[config.mk]
export PLATFORM = sky130hd
export DESIGN_NAME = qdmc_mode_ctrl
export DESIGN_NICKNAME = d
export VERILOG_FILES = /design/src/shared/qdmc_pkg.sv /design/src/rtl/qdmc_sync.sv /design/src/rtl/qdmc_output_select.sv /design/src/rtl/qdmc_mode_ctrl.sv
export SDC_FILE = /design/constraint.sdc
export NUM_CORES = 1
export LEC_CHECK = 0
export BUFFER_PORTS_ARGS = -buffer_cell sky130_fd_sc_hd__buf_4
export CAP_MARGIN = 5
export CORE_MARGIN = 8
export CORE_UTILIZATION = 40
export DETAILED_ROUTE_END_ITERATION = 12
export PLACE_DENSITY = 0.62
export SLEW_MARGIN = 0
export SYNTH_ARGS = -nofsm -noshare
export SYNTH_HDL_FRONTEND = slang
export SYNTH_HIERARCHICAL = 1
export SYNTH_SLANG_ARGS = --single-unit
[constraint.sdc]
create_clock -name clk -period 2.1 [get_ports clk]
set_input_delay 0.315 -clock clk [delete_from_list [all_inputs] [get_ports clk]]
set_output_delay 0.315 -clock clk [all_outputs]
set_load 0.005 [all_outputs]
[src/shared/qdmc_pkg.sv]
package qdmc_pkg;
    // ==========================================
    // sizes and software reset command
    localparam int CHANNELS = 4;
    localparam logic [7:0] SW_RESET_CMD = 8'hff;
    // ==========================================
    // timing
    localparam int CLK_FREQ_MHZ = 250;
    // keep-alive window for chip select in normal mode, microseconds
    localparam int KEEPALIVE_TIMEOUT_US = 30;
    localparam int KEEPALIVE_CYCLES = KEEPALIVE_TIMEOUT_US * CLK_FREQ_MHZ;
    // chip-select low time that wakes standby and sleep two, microseconds
    localparam int WAKE_HOLD_US = 50;
    localparam int WAKE_HOLD_CYCLES = WAKE_HOLD_US * CLK_FREQ_MHZ;
    // ==========================================
    // reset values
    localparam logic RESET_IND_CLEARED = 1'b0;
    localparam logic RESET_IND_SET = 1'b1;
    // ==========================================
    // operating modes
    typedef enum logic [2:0] {
        QDMC_RESET,
        QDMC_FAIL_SAFE,
        QDMC_NORMAL,
        QDMC_STANDBY,
        QDMC_SLEEP1,
        QDMC_SLEEP2
    } qdmc_mode_type;
endpackage : qdmc_pkg

[src/rtl/qdmc_sync.sv]
`timescale 1ns/100ps
// ==========================================
// two-flop level synchroniser, one per bit
module qdmc_sync #(
    parameter int WIDTH = 1
) (
    // clock
    input wire logic clk,
    input wire logic srst,
    // data
    input wire logic [WIDTH-1:0] async_in,
    input wire logic [WIDTH-1:0] reset_value,
    output logic [WIDTH-1:0] sync_out
);
    logic [WIDTH-1:0] stage1;

    // stage1 feeds only sync_out
    always_ff @(posedge clk) begin
        if (srst) begin
            stage1 <= reset_value;
            sync_out <= reset_value;
        end else begin
            stage1 <= async_in;
            sync_out <= stage1;
        end
    end
endmodule : qdmc_sync

[src/rtl/qdmc_output_select.sv]
`timescale 1ns/100ps
// ==========================================
// per-channel output select
module qdmc_output_select #(
    parameter int CHANNELS = 4
) (
    // serial settings, direct inputs and pwm wave
    input wire logic [CHANNELS-1:0] serial_output_on_control,
    input wire logic [CHANNELS-1:0] direct_input_enable_control,
    input wire logic [CHANNELS-1:0] pwm_select_control,
    input wire logic [CHANNELS-1:0] direct_input_x,
    input wire logic [CHANNELS-1:0] pwm_wave,
    // result
    output logic [CHANNELS-1:0] channel_drive
);
    genvar ch;
    generate
        for (ch = 0; ch < CHANNELS; ch++) begin : g_ch
            logic request_on;
            // a high direct input requests on when enabled, else the serial bit decides; pwm select gates both
            assign request_on = (direct_input_enable_control[ch] & direct_input_x[ch])
                | serial_output_on_control[ch];
            assign channel_drive[ch] = request_on & (pwm_select_control[ch] ? pwm_wave[ch] : 1'b1);
        end
    endgenerate
endmodule : qdmc_output_select

[src/rtl/qdmc_mode_ctrl.sv]
`timescale 1ns/100ps
// Notes on behaviour
// - reset mode at startup, on digital supply loss, or sleep one with input high
// - reset mode drives outputs from inputs, ignores serial, clears registers
// - entering reset mode clears the reset indication bit
// - reset and fail-safe always treat thermal events as auto-restart
// - reset goes fail-safe on supply good, sleep one when all inputs low
// - chip select low beyond wake hold time wakes standby or sleep two
// - normal falls to fail-safe on enable clear, keep-alive timeout, software reset
// - command byte all ones is software reset: clear registers, go fail-safe
// - fail-safe drives outputs from inputs, serial active, current monitor off
// - reset indication reads zero after reset, one after first serial access
// - unlock frame then standby zero enable one enters normal
// - unlock frame then standby one enable zero enters standby
// - normal mode drives outputs from serial settings with inputs, needs keep-alive
// - in normal each output follows its restart policy, latch or auto
// - standby drives from inputs, serial inactive, registers frozen
// - standby exits to reset, fail-safe on wake, sleep two on all inputs low
// - sleep one outputs off, registers cleared; supply good fail-safe, input high reset
// - sleep two outputs off, frozen; supply loss reset, wake fail-safe, input standby
// - battery low turns outputs off in any mode, sets battery low flag; the code sets the flag only while supply is good
// - battery recovery resumes previous mode and clears battery low flag
// - direct enable zero: serial on bit and pwm select decide off, on, pwm
// - direct enable one, input low: same as direct enable zero
module qdmc_mode_ctrl
    import qdmc_pkg::*;
#(
    parameter int CHANNELS = 4,
    parameter int KEEPALIVE_COUNT = KEEPALIVE_CYCLES,
    parameter int WAKE_COUNT = WAKE_HOLD_CYCLES
) (
    // clock and reset
    input wire logic clk,
    input wire logic srst,
    // supplies (pins)
    input wire logic supply_good,
    input wire logic battery_low,
    // pins
    input wire logic [CHANNELS-1:0] direct_input_x,
    input wire logic chip_select_n,
    // decoded frames, same clock
    input wire logic frame_done,
    input wire logic [7:0] frame_command,
    input wire logic frame_write,
    input wire logic frame_unlock,
    input wire logic frame_low_power_request_bit,
    input wire logic frame_enable,
    input wire logic [CHANNELS-1:0] frame_serial_output_on,
    input wire logic [CHANNELS-1:0] frame_direct_input_enable,
    input wire logic [CHANNELS-1:0] frame_pwm_select,
    input wire logic [CHANNELS-1:0] frame_latch_select,
    input wire logic [CHANNELS-1:0] frame_fault_clear,
    // protection and pwm, same clock
    input wire logic [CHANNELS-1:0] thermal_fault,
    input wire logic [CHANNELS-1:0] pwm_wave,
    // outputs
    output qdmc_pkg::qdmc_mode_type mode,
    output logic [CHANNELS-1:0] output_drive,
    output logic serial_active,
    output logic load_current_monitor_output,
    output logic reset_indication,
    output logic battery_low_flag,
    output logic [CHANNELS-1:0] latched_fault
);
    import qdmc_pkg::*;

    // ==========================================
    // pin synchronisers
    logic [CHANNELS-1:0] inputs_s;
    logic cs_n_s;
    logic supply_s;
    logic batt_s;
    logic [CHANNELS-1:0] inputs_d;

    qdmc_sync #(.WIDTH(CHANNELS + 3)) u_sync (
        .clk(clk),
        .srst(srst),
        .async_in({direct_input_x, chip_select_n, supply_good, battery_low}),
        .reset_value({{CHANNELS{1'b0}}, 3'b100}),
        .sync_out({inputs_s, cs_n_s, supply_s, batt_s})
    );

    always_ff @(posedge clk) begin
        if (srst) begin
            inputs_d <= '0;
        end else begin
            inputs_d <= inputs_s;
        end
    end

    logic any_input_rise;
    logic all_inputs_low;
    assign any_input_rise = |(inputs_s & ~inputs_d);
    assign all_inputs_low = ~|inputs_s;

    // ==========================================
    // chip-select timers
    logic cs_n_d;
    logic [31:0] keepalive_cnt;
    logic [31:0] wake_cnt;
    logic keepalive_expired;
    logic wake_seen;
    assign keepalive_expired = (keepalive_cnt >= 32'(KEEPALIVE_COUNT));
    assign wake_seen = (wake_cnt > 32'(WAKE_COUNT));

    always_ff @(posedge clk) begin
        if (srst) begin
            cs_n_d <= 1'b1;
        end else begin
            cs_n_d <= cs_n_s;
        end
    end

    // keep-alive restarts on every chip-select edge while in normal mode
    always_ff @(posedge clk) begin
        if (srst || mode != QDMC_NORMAL || cs_n_s != cs_n_d) begin
            keepalive_cnt <= '0;
        end else if (!keepalive_expired) begin
            keepalive_cnt <= keepalive_cnt + 32'd1;
        end
    end

    // saturates one past the hold time so wake_seen stays high until chip select rises
    always_ff @(posedge clk) begin
        if (srst || cs_n_s) begin
            wake_cnt <= '0;
        end else if (!wake_seen) begin
            wake_cnt <= wake_cnt + 32'd1;
        end
    end

    // ==========================================
    // frame decode
    logic frame_ok;
    logic sw_reset;
    logic unlock_armed;
    logic goto_normal;
    logic goto_standby;
    logic registers_clear;
    assign frame_ok = frame_done && serial_active;
    assign sw_reset = frame_ok && frame_command == SW_RESET_CMD;
    assign goto_normal = frame_ok && frame_write && unlock_armed
        && !frame_low_power_request_bit && frame_enable && !sw_reset;
    assign goto_standby = frame_ok && frame_write && unlock_armed
        && frame_low_power_request_bit && !frame_enable && !sw_reset;

    // unlock arms exactly the next frame; any frame consumes it
    always_ff @(posedge clk) begin
        if (srst || !serial_active) begin
            unlock_armed <= 1'b0;
        end else if (frame_ok) begin
            unlock_armed <= frame_write && frame_unlock && !sw_reset;
        end
    end

    // ==========================================
    // mode state machine
    qdmc_mode_type next_mode;

    always_comb begin
        next_mode = mode;
        if (!supply_s) begin
            next_mode = QDMC_RESET;
        end else begin
            unique case (mode)
                QDMC_RESET: begin
                    next_mode = QDMC_FAIL_SAFE;
                end
                QDMC_SLEEP1: begin
                    if (any_input_rise) begin
                        next_mode = QDMC_RESET;
                    end else begin
                        next_mode = QDMC_FAIL_SAFE;
                    end
                end
                QDMC_FAIL_SAFE: begin
                    if (goto_normal) begin
                        next_mode = QDMC_NORMAL;
                    end else if (goto_standby) begin
                        next_mode = QDMC_STANDBY;
                    end
                end
                QDMC_NORMAL: begin
                    if (sw_reset || keepalive_expired) begin
                        next_mode = QDMC_FAIL_SAFE;
                    end else if (goto_standby) begin
                        next_mode = QDMC_STANDBY;
                    end else if (frame_ok && frame_write && !frame_enable) begin
                        next_mode = QDMC_FAIL_SAFE;
                    end
                end
                QDMC_STANDBY: begin
                    if (wake_seen) begin
                        next_mode = QDMC_FAIL_SAFE;
                    end else if (all_inputs_low) begin
                        next_mode = QDMC_SLEEP2;
                    end
                end
                QDMC_SLEEP2: begin
                    if (wake_seen) begin
                        next_mode = QDMC_FAIL_SAFE;
                    end else if (any_input_rise) begin
                        next_mode = QDMC_STANDBY;
                    end
                end
            endcase
        end
    end

    // supply low in reset: all inputs low drops into sleep one
    qdmc_mode_type next_mode_final;
    always_comb begin
        next_mode_final = next_mode;
        if (!supply_s && mode == QDMC_RESET && all_inputs_low) begin
            next_mode_final = QDMC_SLEEP1;
        end else if (!supply_s && mode == QDMC_SLEEP1 && !any_input_rise) begin
            next_mode_final = QDMC_SLEEP1;
        end
    end

    // battery undervoltage leaves the mode untouched so it resumes on recovery
    always_ff @(posedge clk) begin
        if (srst) begin
            mode <= QDMC_RESET;
        end else begin
            mode <= next_mode_final;
        end
    end

    // ==========================================
    // serial registers
    logic [CHANNELS-1:0] serial_output_on_control;
    logic [CHANNELS-1:0] direct_input_enable_control;
    logic [CHANNELS-1:0] pwm_select_control;
    logic [CHANNELS-1:0] channel_type_control;
    assign registers_clear = (next_mode_final == QDMC_RESET) || (next_mode_final == QDMC_SLEEP1);

    // standby and sleep two keep no frames flowing, so registers stay frozen
    always_ff @(posedge clk) begin
        if (srst || registers_clear || sw_reset) begin
            serial_output_on_control <= '0;
            direct_input_enable_control <= '0;
            pwm_select_control <= '0;
            channel_type_control <= '0;
        end else if (frame_ok && frame_write) begin
            serial_output_on_control <= frame_serial_output_on;
            direct_input_enable_control <= frame_direct_input_enable;
            pwm_select_control <= frame_pwm_select;
            channel_type_control <= frame_latch_select;
        end
    end

    // ==========================================
    // restart policy
    logic auto_restart_forced;
    assign auto_restart_forced = (mode != QDMC_NORMAL);

    // latched faults hold the channel off until cleared; set wins over clear
    always_ff @(posedge clk) begin
        if (srst || registers_clear || sw_reset) begin
            latched_fault <= '0;
        end else begin
            for (int ch = 0; ch < CHANNELS; ch++) begin
                if (thermal_fault[ch] && channel_type_control[ch] && !auto_restart_forced) begin
                    latched_fault[ch] <= 1'b1;
                end else if (auto_restart_forced || (frame_ok && frame_fault_clear[ch])) begin
                    latched_fault[ch] <= 1'b0;
                end
            end
        end
    end

    // ==========================================
    // output drive
    logic [CHANNELS-1:0] normal_drive;
    logic [CHANNELS-1:0] next_output_drive;

    qdmc_output_select #(.CHANNELS(CHANNELS)) u_select (
        .serial_output_on_control(serial_output_on_control),
        .direct_input_enable_control(direct_input_enable_control),
        .pwm_select_control(pwm_select_control),
        .direct_input_x(inputs_s),
        .pwm_wave(pwm_wave),
        .channel_drive(normal_drive)
    );

    always_comb begin
        next_output_drive = '0;
        if (!batt_s) begin
            unique case (mode)
                QDMC_NORMAL: begin
                    next_output_drive = normal_drive & ~thermal_fault & ~latched_fault;
                end
                QDMC_RESET, QDMC_FAIL_SAFE, QDMC_STANDBY: begin
                    next_output_drive = inputs_s & ~thermal_fault;
                end
                QDMC_SLEEP1, QDMC_SLEEP2: begin
                    next_output_drive = '0;
                end
            endcase
        end
    end

    // battery low forces everything off whatever the mode
    always_ff @(posedge clk) begin
        if (srst) begin
            output_drive <= '0;
        end else begin
            output_drive <= next_output_drive;
        end
    end

    // ==========================================
    // status
    always_ff @(posedge clk) begin
        if (srst) begin
            serial_active <= 1'b0;
            load_current_monitor_output <= 1'b0;
        end else begin
            serial_active <= (next_mode_final == QDMC_FAIL_SAFE) || (next_mode_final == QDMC_NORMAL);
            load_current_monitor_output <= (next_mode_final == QDMC_NORMAL) && !batt_s;
        end
    end

    always_ff @(posedge clk) begin
        if (srst || registers_clear) begin
            reset_indication <= RESET_IND_CLEARED;
        end else if (sw_reset) begin
            reset_indication <= RESET_IND_CLEARED;
        end else if (frame_ok) begin
            reset_indication <= RESET_IND_SET;
        end
    end

    // supply must be good for the flag; follows battery level both ways
    always_ff @(posedge clk) begin
        if (srst) begin
            battery_low_flag <= 1'b0;
        end else begin
            battery_low_flag <= batt_s && supply_s;
        end
    end
endmodule : qdmc_mode_ctrl

== Word-level counts from Yosys, hierarchy flattened ==
Cells that the tools add are included.

* Bits in registers: 115
* Bits of input ports: 50
* Output and inout port bits: 15
* Word-level logic and storage cells: 147

* $add $sub $neg: 2
* $lt $le $gt $ge: 2
* Equality and inequality tests: 11
* Mux-type cells: 27
* Bitwise operators: 19
* Reductions and logical operators: 65

{| class="wikitable"
|+ Operators by type and width
! kind !! count
|-
| 32-bit by 1-bit adder with 32-bit output (second input constant) || 2
|-
| 3-bit two-way mux || 12
|-
| 32-bit by 13-bit >= comparator with 1-bit output (second input constant) || 1
|-
| 32-bit by 14-bit greater-than comparator with 1-bit output (second input constant) || 1
|-
| 1-bit logical AND || 31
|-
| 3-bit case mux with 6 select lines || 1
|-
| 4-bit AND || 4
|-
| 1-bit logical OR || 13
|-
| 1-bit two-way mux || 13
|-
| 4-bit NOT || 3
|-
| 4-bit case mux with 3 select lines || 1
|-
| 3-bit by 2-bit equality test with 1-bit output (second input constant) || 3
|-
| 3-bit equality test (second input constant) || 3
|-
| 1-bit zero test || 9
|-
| 1-bit AND || 8
|-
| 8-bit equality test (second input constant) || 1
|-
| 2-bit nonzero test || 4
|-
| 4-bit OR reduction || 2
|-
| 3-bit by 1-bit equality test with 1-bit output (second input constant) || 2
|-
| 3-bit zero test || 2
|-
| 2-bit OR reduction || 3
|-
| 1-bit OR || 4
|-
| 3-bit by 2-bit inequality test with 1-bit output (second input constant) || 1
|-
| 3-bit OR reduction || 1
|-
| 1-bit inequality test || 1
|}

== Logic depth before layout (Yosys ltp) ==
Gate-level depths: netlist (run 1).

* Depth in word-level cells: 16
* Depth in mapped cells: 10
* Gate-level depth less buffers: 8

== Cells and area by module ==
Netlist (run 1), hierarchy kept.

{| class="wikitable"
|+ By module, submodules not included
! module !! instances !! cells an instance !! area each (um^2) !! seq. area each (um^2)
|-
| qdmc_mode_ctrl || 1 || 436 || 3967.6 || 2021.9
|-
| qdmc_sync || 1 || 29 || 449.2 || 280.3
|-
| qdmc_output_select || 1 || 12 || 85.1 || 0.0
|}

== Worst setup path after synthesis (run 1) ==
No wires, ideal clock.

* Path kind: flip-flop to flip-flop
* Start: register wake_cnt[0]
* End: register load_current_monitor_output
* Setup time: 132 ps
* Arrival time: 1918 ps
* Required time: 1968 ps
* Path slack: 50 ps
* Cell stages (with the launch flop): 11
* Buffers on the path: 2
* Period minus slack after synthesis: 2050 ps
* Cell sequence: dfxtp_1 -> inv_1 -> ha_1 -> nor2b_1 -> o2111ai_1 -> a31o_2 -> clkbuf_1 -> and2_0 -> buf_2 -> a221oi_1 -> nor4_1

* Longest elaborated chain between the ends: 8
* Elaborated cells on any way between the ends: 9
* Classes of those cells: 1 x order compare; 1 x eq/ne; 6 x mux; 1 x reduce/logical

{| class="wikitable"
|+ Ends and longest elaborated chain
! item !! line !! RTL
|-
| start: declaration || qdmc_mode_ctrl.sv:100 || <nowiki>logic [31:0] wake_cnt;</nowiki>
|-
| start signal: assignment || qdmc_mode_ctrl.sv:128 || <nowiki>wake_cnt <= wake_cnt + 32'd1;</nowiki>
|-
| 32-bit by 14-bit greater-than comparator with 1-bit output (*) || qdmc_mode_ctrl.sv:104 || <nowiki>assign wake_seen = (wake_cnt > 32'(WAKE_COUNT));</nowiki>
|-
| 3-bit two-way mux, on equally long branches || qdmc_mode_ctrl.sv:200, qdmc_mode_ctrl.sv:193 ||
|-
| 3-bit case mux with 6 select lines (*) || qdmc_mode_ctrl.sv:165 || <nowiki>unique case (mode)</nowiki>
|-
| 3-bit two-way mux (*) || qdmc_mode_ctrl.sv:162 || <nowiki>if (!supply_s) begin</nowiki>
|-
| 3-bit two-way mux (*) || qdmc_mode_ctrl.sv:216 || <nowiki>end else if (!supply_s && mode == QDMC_SLEEP1 && !any_input_rise) begin</nowiki>
|-
| 3-bit two-way mux (*) || qdmc_mode_ctrl.sv:214 || <nowiki>if (!supply_s && mode == QDMC_RESET && all_inputs_low) begin</nowiki>
|-
| 3-bit by 2-bit equality test with 1-bit output (*) || qdmc_mode_ctrl.sv:321 || <nowiki>load_current_monitor_output <= (next_mode_final == QDMC_NORMAL) && !batt_s;</nowiki>
|-
| 1-bit logical AND (*) || qdmc_mode_ctrl.sv:321 ||
|-
| end signal: assignment || qdmc_mode_ctrl.sv:321 ||
|-
| end: declaration || qdmc_mode_ctrl.sv:60 || <nowiki>output logic load_current_monitor_output,</nowiki>
|}

Every way passes the cells marked *; elsewhere a longest branch is shown, timed or not.
A chain may end at the register's enable or synchronous reset.

== Final worst setup path (run 1) ==
* Start: register wake_cnt[18]
* End: register wake_cnt[10]

* Longest elaborated chain between the ends: 1

{| class="wikitable"
|+ Ends and longest elaborated chain
! item !! line
|-
| 32-bit by 14-bit greater-than comparator with 1-bit output || qdmc_mode_ctrl.sv:104
|}

Every way passes these cells.

==> impl_metrics.ini, run 1 <==
[detailed_routing]
drt_iter0_drc = 193
firstDrtPassIters = 4
viasPerCell = 4.943
post-route-drc-count = 0
routed_wl_mm = 10.09
routed-via-count = 3579
wl_per_cell_um = 13.94
ant_nets = 0

[worst_hold_path]
worstHoldStart = thermal_fault[0]
hp-class = input port to register
hold_depth = 2
min_to = output_drive[0]$_SDFF_PP0_

[pwr]
pwr_density_cell_mw_per_mm2 = 911.9
sequentialPowerShare = 0.417
p_int_mw = 4.229
clkPwrFrac = 0.535
leakagePower_nw = 2.355
switching_share = 0.2195
p_comb_frac = 0.048
total_power_mw = 5.419
peakVddDrop_v = 0.0005120
power_switching_mw = 1.189

[synthesis]
yosysSeqAreaShare = 0.5114
synth_compound_area_frac = 0.1059
yosys.area.top_type_share = 0.5114
synthXorXnorAreaFrac = 0.04280
synth_edf_count = 0
synthCells = 477
netlist_area_mm2 = 0.004502
synth_top_family_by_area = simple AND/OR/NAND/NOR gates
post_synth.cell_area_avg_um2 = 9.438
synthArstFlopShare = 0
yosys.area_share.simple = 0.2593
yosysUniqueCellTypes = 54
synthFlopType = dfxtp_1
synth_area_leader_cell = dfxtp_1
synth_fa_ha_area_frac = 0.01112
synth_warnings = 6
ys_ff_latch = 115
synth_area_leaders = dfxtp_1 51%, and2_1 6.1%, nand2_1 3.9%, mux2_2 3.5%, xor2_1 3.5%
synth_mux_area_frac = 0.03502

[setup_path]
r2r_cells = 7
crit_path_cell_trace = nor4_1 > nand3_1 > nor4_4 > buf_6 > nand4_4 > or3_4 > a21oi_2
start_kind = register
path_buf_inv = 1
crit_path_end_kind = register
crit_family = simple AND/OR/NAND/NOR gates
arrival_ns = 2.32
required_ns = 2.43
reg2reg_to = wake_cnt[10]$_SDFFE_PP0N_
r2r-start = wake_cnt[18]$_SDFFE_PP0N_
cp_slowest_stage_delay_ns = 0.38
worstPathMaxFanout = 5
critical_path_class = register to register
crit_path_top_delay_cell = or3_4
r2r_slack_ns = 0.11

[sta]
slew_headroom = 0.4481
finalHoldViolations = 0
setup_viol = 0
fin_skew_ns = 0.01055
fmaxAchievable_mhz = 502.3
finalCritPeriodShare = 0.9479
final.min_clock_period_ns = 1.991
fin_ws_ns = 0.1093
tightest_slew_ns = 0.8248
final.setup.tns_ns = 0
drv_slew = 0
holdWs_ns = 0.09365

[layout]
drive_gt1_frac = 0.2620
fin_nets = 625
final_cell_count_no_fill = 724
area_delta_synth_final_pct = 31.99
diodes = 0
final_area_mm2 = 0.005942
fin_util = 0.5434

[floorplanning]
core_area_mm2 = 0.01094
dieArea_mm2 = 0.01490
start_util = 0.4117
pin_count = 65
die_width_um = 122.1
core.rowCount = 38
die_height_um = 122.1

[run]
max_cap_viol_count = 0

[global_route]
overflow = 0
grt_max_degree = 22
grt_pass1_vias = 3570
grtUsageTotal = 0.1425
antenna_found_initial = 0
grt_first_pass_wirelength_mm = 17.17

[clocking]
cts_tree = yes
cts-root-buf = clkbuf_16
cts_buffer_depth = 2
htree_levels = 4
cts_sinks = 115
cts.clk_slew.worst_paths_ns = 0.05
numCtsBuffers = 17
clk_latency_ns = 0.40

[place]
placed_area_mm2 = 0.005240
routabilityCongestion = 0.8239
port_buffers = 64
pre_cts_ws_ns = 0.06338
dp_hpwl_mm = 7.241
place_inst = 689

[run_status]
outcome = finished, final reports clean
## cells by family after synthesis
logic type | Yosys count
mux | 14
xor+xnor | 22
fa+ha+maj | 4
compound gates | 70
buf+inv | 36
other cells | 2
simple gates | 214
flops | 115
## layout by cell type (no fill, tap or decap), types with 5 or more instances in the layout
| cell type | count |
|---|---|
| and3_1 | 10 |
| nor2_1 | 34 |
| a21oi_1 | 23 |
| nand4_1 | 15 |
| nor2b_1 | 10 |
| buf_4 | 79 |
| clkbuf_16 | 17 |
| nand3_1 | 10 |
| or3_1 | 5 |
| nor3_1 | 5 |
| a21oi_2 | 10 |
| nor4_1 | 14 |
| inv_1 | 18 |
| dfxtp_1 | 113 |
| and2_1 | 45 |
| nand2_1 | 47 |
| xor2_1 | 18 |
| mux2_2 | 14 |
| conb_1 | 14 |
## cells in the mapped netlist, types with 4 or more instances
master	number
a21oi_1	25
a21oi_2	8
a22oi_1	4
a32oi_1	4
and2_1	44
and3_1	10
buf_2	4
clkbuf_1	13
dfxtp_1	115
ha_1	4
inv_1	18
mux2_2	14
nand2_1	47
nand3_1	10
nand4_1	15
nor2_1	34
nor2b_1	10
nor3_1	6
nor4_1	15
o21ai_0	4
or3_1	6
xnor2_1	4
xor2_1	18
## routing by layer
layer / vias to the layer above / track usage / wire length (um)
li1: 1828 / - / -
met1: 1682 / 0.1880 / 4944
met2: 65 / 0.2197 / 4633
met3: 4 / 0.04072 / 436
met4: 0 / 0.04646 / 78
met5: - / 0 / 0
## worst max path at each step
stage	from	cells after the start	endpoint	slack [ns]
floorplan	wake_cnt[0]$_SDFFE_PP0N_	10	load_current_monitor_output$_SDFF_PP0_	0.05
finish	wake_cnt[18]$_SDFFE_PP0N_	7	wake_cnt[10]$_SDFFE_PP0N_	0.11
global placement	wake_cnt[0]$_SDFFE_PP0N_	9	latched_fault[3]$_SDFFE_PP0P_	0.14
CTS	wake_cnt[0]$_SDFFE_PP0N_	8	load_current_monitor_output$_SDFF_PP0_	0.04
global route	wake_cnt[18]$_SDFFE_PP0N_	7	wake_cnt[10]$_SDFFE_PP0N_	-0.05
detailed placement	wake_cnt[0]$_SDFFE_PP0N_	9	latched_fault[3]$_SDFFE_PP0P_	0.06
## timing repair
item / 4_1_cts / 5_1_grt
hold buffers: 0 / 0
resized for setup: 0 / 17
setup endpoints to repair: 0 / 29
buffers inserted: 0 / 3
## sequential cells by signal, summed over array words and instances (netlist names), 7 cells and up
name             cells
u_sync/sync_out      7
u_sync/stage1        7
wake_cnt            32
keepalive_cnt       32
## worst reg2reg max path: cells and delay by family (launching register included)
family          cells  cell delay (ns)
buf+inv             1             0.17
compound gates      1             0.11
flops               1             0.31
simple gates        5             1.32
## cell type report
cell class	instances	area, um^2
fillers	1002	4994
flip-flops and latches	115	2305
multi-input cells	338	2158
repair buffers	81	624.3
clock buffers	20	466.7
well taps	140	175.2
clock inverters	12	145.1
inverters	18	67.56
## power groups by stage
stage / clock (mW) / combinational [mW] / sequential [mW]
after floorplan: 0 / 0.125 / 2.30
after global placement: 0 / 0.252 / 2.31
after detailed placement: 0 / 0.254 / 2.31
after CTS: 2.95 / 0.256 / 2.26
after global routing: 3.06 / 0.287 / 2.26
final: 2.90 / 0.258 / 2.26
No activity file was read; power rests on OpenSTA's default activity.
==> inputs of run 2 (changes only) <==
--- a/config.mk
+++ b/config.mk
@@ -10,7 +10,7 @@
 export CORE_MARGIN = 8
 export CORE_UTILIZATION = 40
 export DETAILED_ROUTE_END_ITERATION = 12
-export PLACE_DENSITY = 0.62
+export PLACE_DENSITY = 0.6
 export SLEW_MARGIN = 0
 export SYNTH_ARGS = -nofsm -noshare
 export SYNTH_HDL_FRONTEND = slang
==> constraint.sdc (replaced) <==
create_clock -name clk -period 2.2 [get_ports clk]
set_input_delay 0.33 -clock clk [delete_from_list [all_inputs] [get_ports clk]]
set_output_delay 0.33 -clock clk [all_outputs]
set_load 0.005 [all_outputs]
==> run 2 against run 1 <==
Compared with the run above: first-iteration DRC count decreased by 6.2%; critical path depth stayed put; core utilization is 1.4 points lower; critical path type unchanged; flip-flop and latch count unchanged; clock power decreased by 12%; worst setup slack improved by 0.046 ns; final area shrank 2.6%; die area unchanged; maximum frequency decreased by 2.6%; sequential share of layout area rose by 1.0 points; global-route usage is 0.054 points lower; register-to-register slack better by 0.05 ns.
==> impl_metrics.ini, run 2 (synthesis gave the netlist of run 1 again) <==
[detailed_routing]
drt_iter0_drc = 181
wl_per_cell_um = 13.86
viasPerCell = 4.939
ant_nets = 0
firstDrtPassIters = 6
routed_wl_mm = 9.954
post-route-drc-count = 0
routed-via-count = 3546

[sta]
rsz0062_at_grt = false
drv_slew = 0
fmaxAchievable_mhz = 489.2
finalHoldViolations = 0
fin_skew_ns = 0.01225
slew_headroom = 0.4666
finalCritPeriodShare = 0.9292
tightest_slew_ns = 0.7971
final.setup.tns_ns = 0
setup_viol = 0
final.min_clock_period_ns = 2.044

[setup_path]
r2r_slack_ns = 0.16
start_kind = register
reg2reg_to = latched_fault[1]$_SDFFE_PP0P_
crit_start = u_sync/sync_out[6]$_DFF_P_
arrival_ns = 2.33
crit_path_end_kind = register
r2r-start = u_sync/sync_out[6]$_DFF_P_
worstPathMaxFanout = 21
critical_path_class = register to register
required_ns = 2.48
r2r_cells = 7

[run_status]
outcome = finished, final reports clean

[clocking]
numCtsBuffers = 17
cts_buffer_depth = 2
clk_latency_ns = 0.41
cts-root-buf = clkbuf_16
cts_sinks = 115
cts.clk_slew.worst_paths_ns = 0.06
htree_levels = 4
hold_buffers = 0
cts_tree = yes

[floorplanning]
core_area_mm2 = 0.01094
die_width_um = 122.1
die_height_um = 122.1
dieArea_mm2 = 0.01490
core.rowCount = 38
pin_count = 65
start_util = 0.4117

[place]
dp_hpwl_mm = 7.262
routabilityCongestion = 0.8841
port_buffers = 64
placed_area_mm2 = 0.005210

[global_route]
grt_pass1_vias = 3405
overflow = 0
globalRouteMet2Util = 0.2084
antenna_found_initial = 0
met1_usage = 0.1867
top_usage_layer = met2
groute.layer.met3.usage = 0.04905
grtUsageTotal = 0.1419
grt_first_pass_wirelength_mm = 16.60
grt_max_degree = 22

[worst_hold_path]
worstHoldStart = thermal_fault[2]
min_to = output_drive[2]$_SDFF_PP0_
hold_depth = 2
hp-class = input port to register

[layout]
diodes = 0
reg_top3 = keepalive_cnt (32), wake_cnt (32)
area_delta_synth_final_pct = 28.54
fin_nets = 619
fill_cells = 1026
final_common_cell = dfxtp_1
drive_gt1_frac = 0.2388
layout_common_cells = 115 x dfxtp_1, 74 x buf_4, 47 x nand2_1
final_area_mm2 = 0.005787

[pwr]
pwr_density_cell_mw_per_mm2 = 853.0
peakVddDrop_v = 0.0006034
leakagePower_nw = 2.285

[run]
max_cap_viol_count = 0
-- run 2: cell count changes in the layout (fill, tap and decap cells not counted), sizes merged --
cell | before | now
clkinvlp | 2 | 4
bufinv | 2 | 0
buf | 81 | 75
-- run 2: where the power goes --
part	leakage [nW]	switching (mW)	internal, mW
Clock	0.266	0.995	1.54
Sequential	0.934	0.0304	2.13
Combinational	1.08	0.112	0.130
-- run 2: layout make-up --
type	instances	area [um^2]	area share
multi-input cells	338	2103	0.3635
inverters	18	67.56	0.01168
well taps	140	175.2	0.03027
repair buffers	75	575.6	0.09946
flip-flops and latches	115	2302	0.3978
clock inverters	12	96.34	0.01665
clock buffers	20	466.7	0.08065
-- run 2: what timing repair did --
item / 4_1_cts / 5_1_grt
buffers inserted: 0 / 1
endpoints found under the setup margin: 0 / 18
gates resized for setup: 0 / 2
-- run 2: worst max-delay path by stage --
stage,to,slack (ns)
6_report,latched_fault[1]$_SDFFE_PP0P_,0.16
4_1_cts,load_current_monitor_output$_SDFF_PP0_,0.09
2_1_floorplan,load_current_monitor_output$_SDFF_PP0_,0.15
3_3_place_gp,load_current_monitor_output$_SDFF_PP0_,0.13
5_1_grt,latched_fault[3]$_SDFFE_PP0P_,0.007
3_5_place_dp,load_current_monitor_output$_SDFF_PP0_,0.11
-- run 2: routing by layer --
metal | vias to the layer above | share of wire
li1 | 1817 | -
met5 | - | 0
met2 | 61 | 0.46
met3 | 9 | 0.044
met4 | 0 | 0.0076
met1 | 1659 | 0.49
-- run 2: critical path: stages (launching register included) --
cell and delay [ns]:
dfxtp_1 0.39, nor2b_1 0.19, o41ai_1 0.42, a21boi_1 0.17, a31oi_1 0.32, o21ba_2 0.20
buf_12 0.16, nor3_2 0.06
-- run 2: per-stage QoR --
step	instances	total power [mW]	utilization	hold WS, ns	worst slack (ns)
3_5_place_dp	685	2.443	0.4764	0.4452	0.1068
4_1_cts	717	5.003	0.5279	0.07383	0.09244
3_3_place_gp	685	2.437	0.4764	0.4405	0.1276
6_report	718	4.936	0.5292	0.08953	0.1557
5_1_grt	718	5.145	0.5292	0.06552	0.006640
2_1_floorplan	489	2.311	-	0.4085	0.1501
==> inputs of run 3 (changes only) <==
==> constraint.sdc (replaced) <==
create_clock -name clk -period 2.2 [get_ports clk]
set_input_delay 0.22 -clock clk [delete_from_list [all_inputs] [get_ports clk]]
set_output_delay 0.22 -clock clk [all_outputs]
set_load 0.005 [all_outputs]
==> run 3 against run 2 <==
Compared with the run above: register-to-register slack better by 0.04 ns; maximum frequency is 2.2% higher; combinational power is 2% higher; worst setup slack improved by 0.045 ns; core utilization up 0.90 points; first-iteration DRC count rose by 59%; power increased by 4.7%; routed wire length is 2.0% higher; sequential power hardly changed; die area stayed put; global-route usage up 0.45 points; sequential share of layout area decreased by 0.67 points; largest power group unchanged.
==> impl_metrics.ini, run 3 (synthesis gave the netlist of run 1 again) <==
[place]
port_buffers = 64
dp_hpwl_mm = 7.295
routabilityCongestion = 0.8214
place_inst = 687
placed_area_mm2 = 0.005225

[detailed_routing]
routed_wl_mm = 10.16
drt_iter0_drc = 288
viasPerCell = 4.988
ant_nets = 0
post-route-drc-count = 0
firstDrtPassIters = 4
routed-via-count = 3601
wl_per_cell_um = 14.07

[sta]
tightest_slew_ns = 0.8186
finalHoldViolations = 0
rsz0062_at_grt = false
final.min_clock_period_ns = 2.000
fmaxAchievable_mhz = 500.1
drv_slew = 0
slew_headroom = 0.4522
fin_skew_ns = 0.009353
finalCritPeriodShare = 0.9090
final.setup.tns_ns = 0
setup_viol = 0

[clocking]
clk_latency_ns = 0.41
cts.clk_slew.worst_paths_ns = 0.05
htree_levels = 4
cts-root-buf = clkbuf_16
cts_sinks = 115
numCtsBuffers = 17
cts_tree = yes
cts_buffer_depth = 2

[setup_path]
crit_path_cell_trace = or4_4 > nor4_4 > nand4_2 > or3_1 > a21oi_1
path_depth = 5
crit_path_top_delay_cell = or4_4
crit_family = simple AND/OR/NAND/NOR gates
cp_slowest_stage_delay_ns = 0.54
critical_path_class = register to register
worstPathMaxFanout = 7
arrival_ns = 2.33
required_ns = 2.53
r2r_cells = 5
start_kind = register
path_buf_inv = 0
crit_path_end_kind = register

[pwr]
total_power_mw = 5.168
peakVddDrop_v = 0.0005864
pwr_density_cell_mw_per_mm2 = 878.1
leakagePower_nw = 2.333

[floorplanning]
pin_count = 65
die_height_um = 122.1
core_area_mm2 = 0.01094
start_util = 0.4117
core.rowCount = 38
die_width_um = 122.1
dieArea_mm2 = 0.01490

[worst_hold_path]
hp-class = input port to register
hold_depth = 2

[layout]
final_area_mm2 = 0.005886
area_delta_synth_final_pct = 30.74
fin_nets = 624
drive_gt1_frac = 0.2354
seqCellArea_mm2 = 0.002302
multi_input_comb_area_mm2 = 0.002110
reg_top3 = keepalive_cnt (32), wake_cnt (32)
final_common_cell = dfxtp_1
layout_common_cells = 115 x dfxtp_1, 75 x buf_4, 47 x nand2_1
fill_cells = 1033
diodes = 0
final_cell_count_no_fill = 722

[global_route]
antenna_found_initial = 0
grt_first_pass_wirelength_mm = 17.19
grt_pass1_vias = 3499
grtUsageTotal = 0.1465
overflow = 0
grt_max_degree = 22

[run_status]
outcome = finished, final reports clean

[run]
max_cap_viol_count = 0
-- run 3: cell types whose count changed in the layout (fill, tap and decap cells not counted), sizes merged --
cell | previous run | this run
inv | 22 | 19
clkinv | 4 | 1
buf | 75 | 76
dlygate4sd3 | 0 | 4
clkbuf | 20 | 25
clkinvlp | 4 | 2
bufinv | 0 | 2
-- run 3: per-stage QoR --
stage	hold WS [ns]	setup WS, ns	utilization
after floorplan	0.2985	0.1501	-
after global placement	0.4106	0.2277	0.4778
after detailed placement	0.4115	0.1880	0.4778
after CTS	0.02380	0.1725	0.5371
after global routing	0.02686	0.05458	0.5382
final	0.03952	0.2002	0.5382
-- run 3: repair_timing --
action	4_1_cts	5_1_grt
endpoints found under the hold margin	4	0
setup endpoints to repair	0	4
hold buffers	4	0
buffers inserted	0	0
resized for setup	0	2
-- run 3: path summary, 6_finish.rpt --
| path | from | to | slack [ns] |
|---|---|---|---|
| max | wake_cnt[15]$_SDFFE_PP0N_ | wake_cnt[12]$_SDFFE_PP0N_ | 0.20 |
| max reg2reg | wake_cnt[15]$_SDFFE_PP0N_ | wake_cnt[12]$_SDFFE_PP0N_ | 0.20 |
| min reg2reg | keepalive_cnt[22]$_SDFFE_PP0N_ | keepalive_cnt[22]$_SDFFE_PP0N_ | 0.46 |
| min | direct_input_x[2] | u_sync/stage1[5]$_DFF_P_ | 0.04 |
-- run 3: cell type report --
| class | instances | share of cell area |
|---|---|---|
| clock buffer | 25 | 0.08759 |
| clock inverter | 6 | 0.01573 |
| inverter | 18 | 0.01148 |
| multi-input combinational | 338 | 0.3584 |
| sequential | 115 | 0.3912 |
| tap | 140 | 0.02976 |
| timing repair buffer | 80 | 0.1059 |
-- run 3: routing by layer --
layer	wire length [um]	global-route usage	up-vias	part of all wire
met3	438	0.04859	20	0.043
met1	4984	0.1932	1676	0.49
met5	0	0	-	0
met4	229	0.06245	0	0.023
met2	4505	0.2142	73	0.44
li1	-	-	1832	-
-- run 3: report_power, final --
part	total, mW	internal [mW]	switching, mW
combinational	0.246	0.134	0.112
sequential	2.16	2.13	0.0303
clock	2.76	1.85	0.917
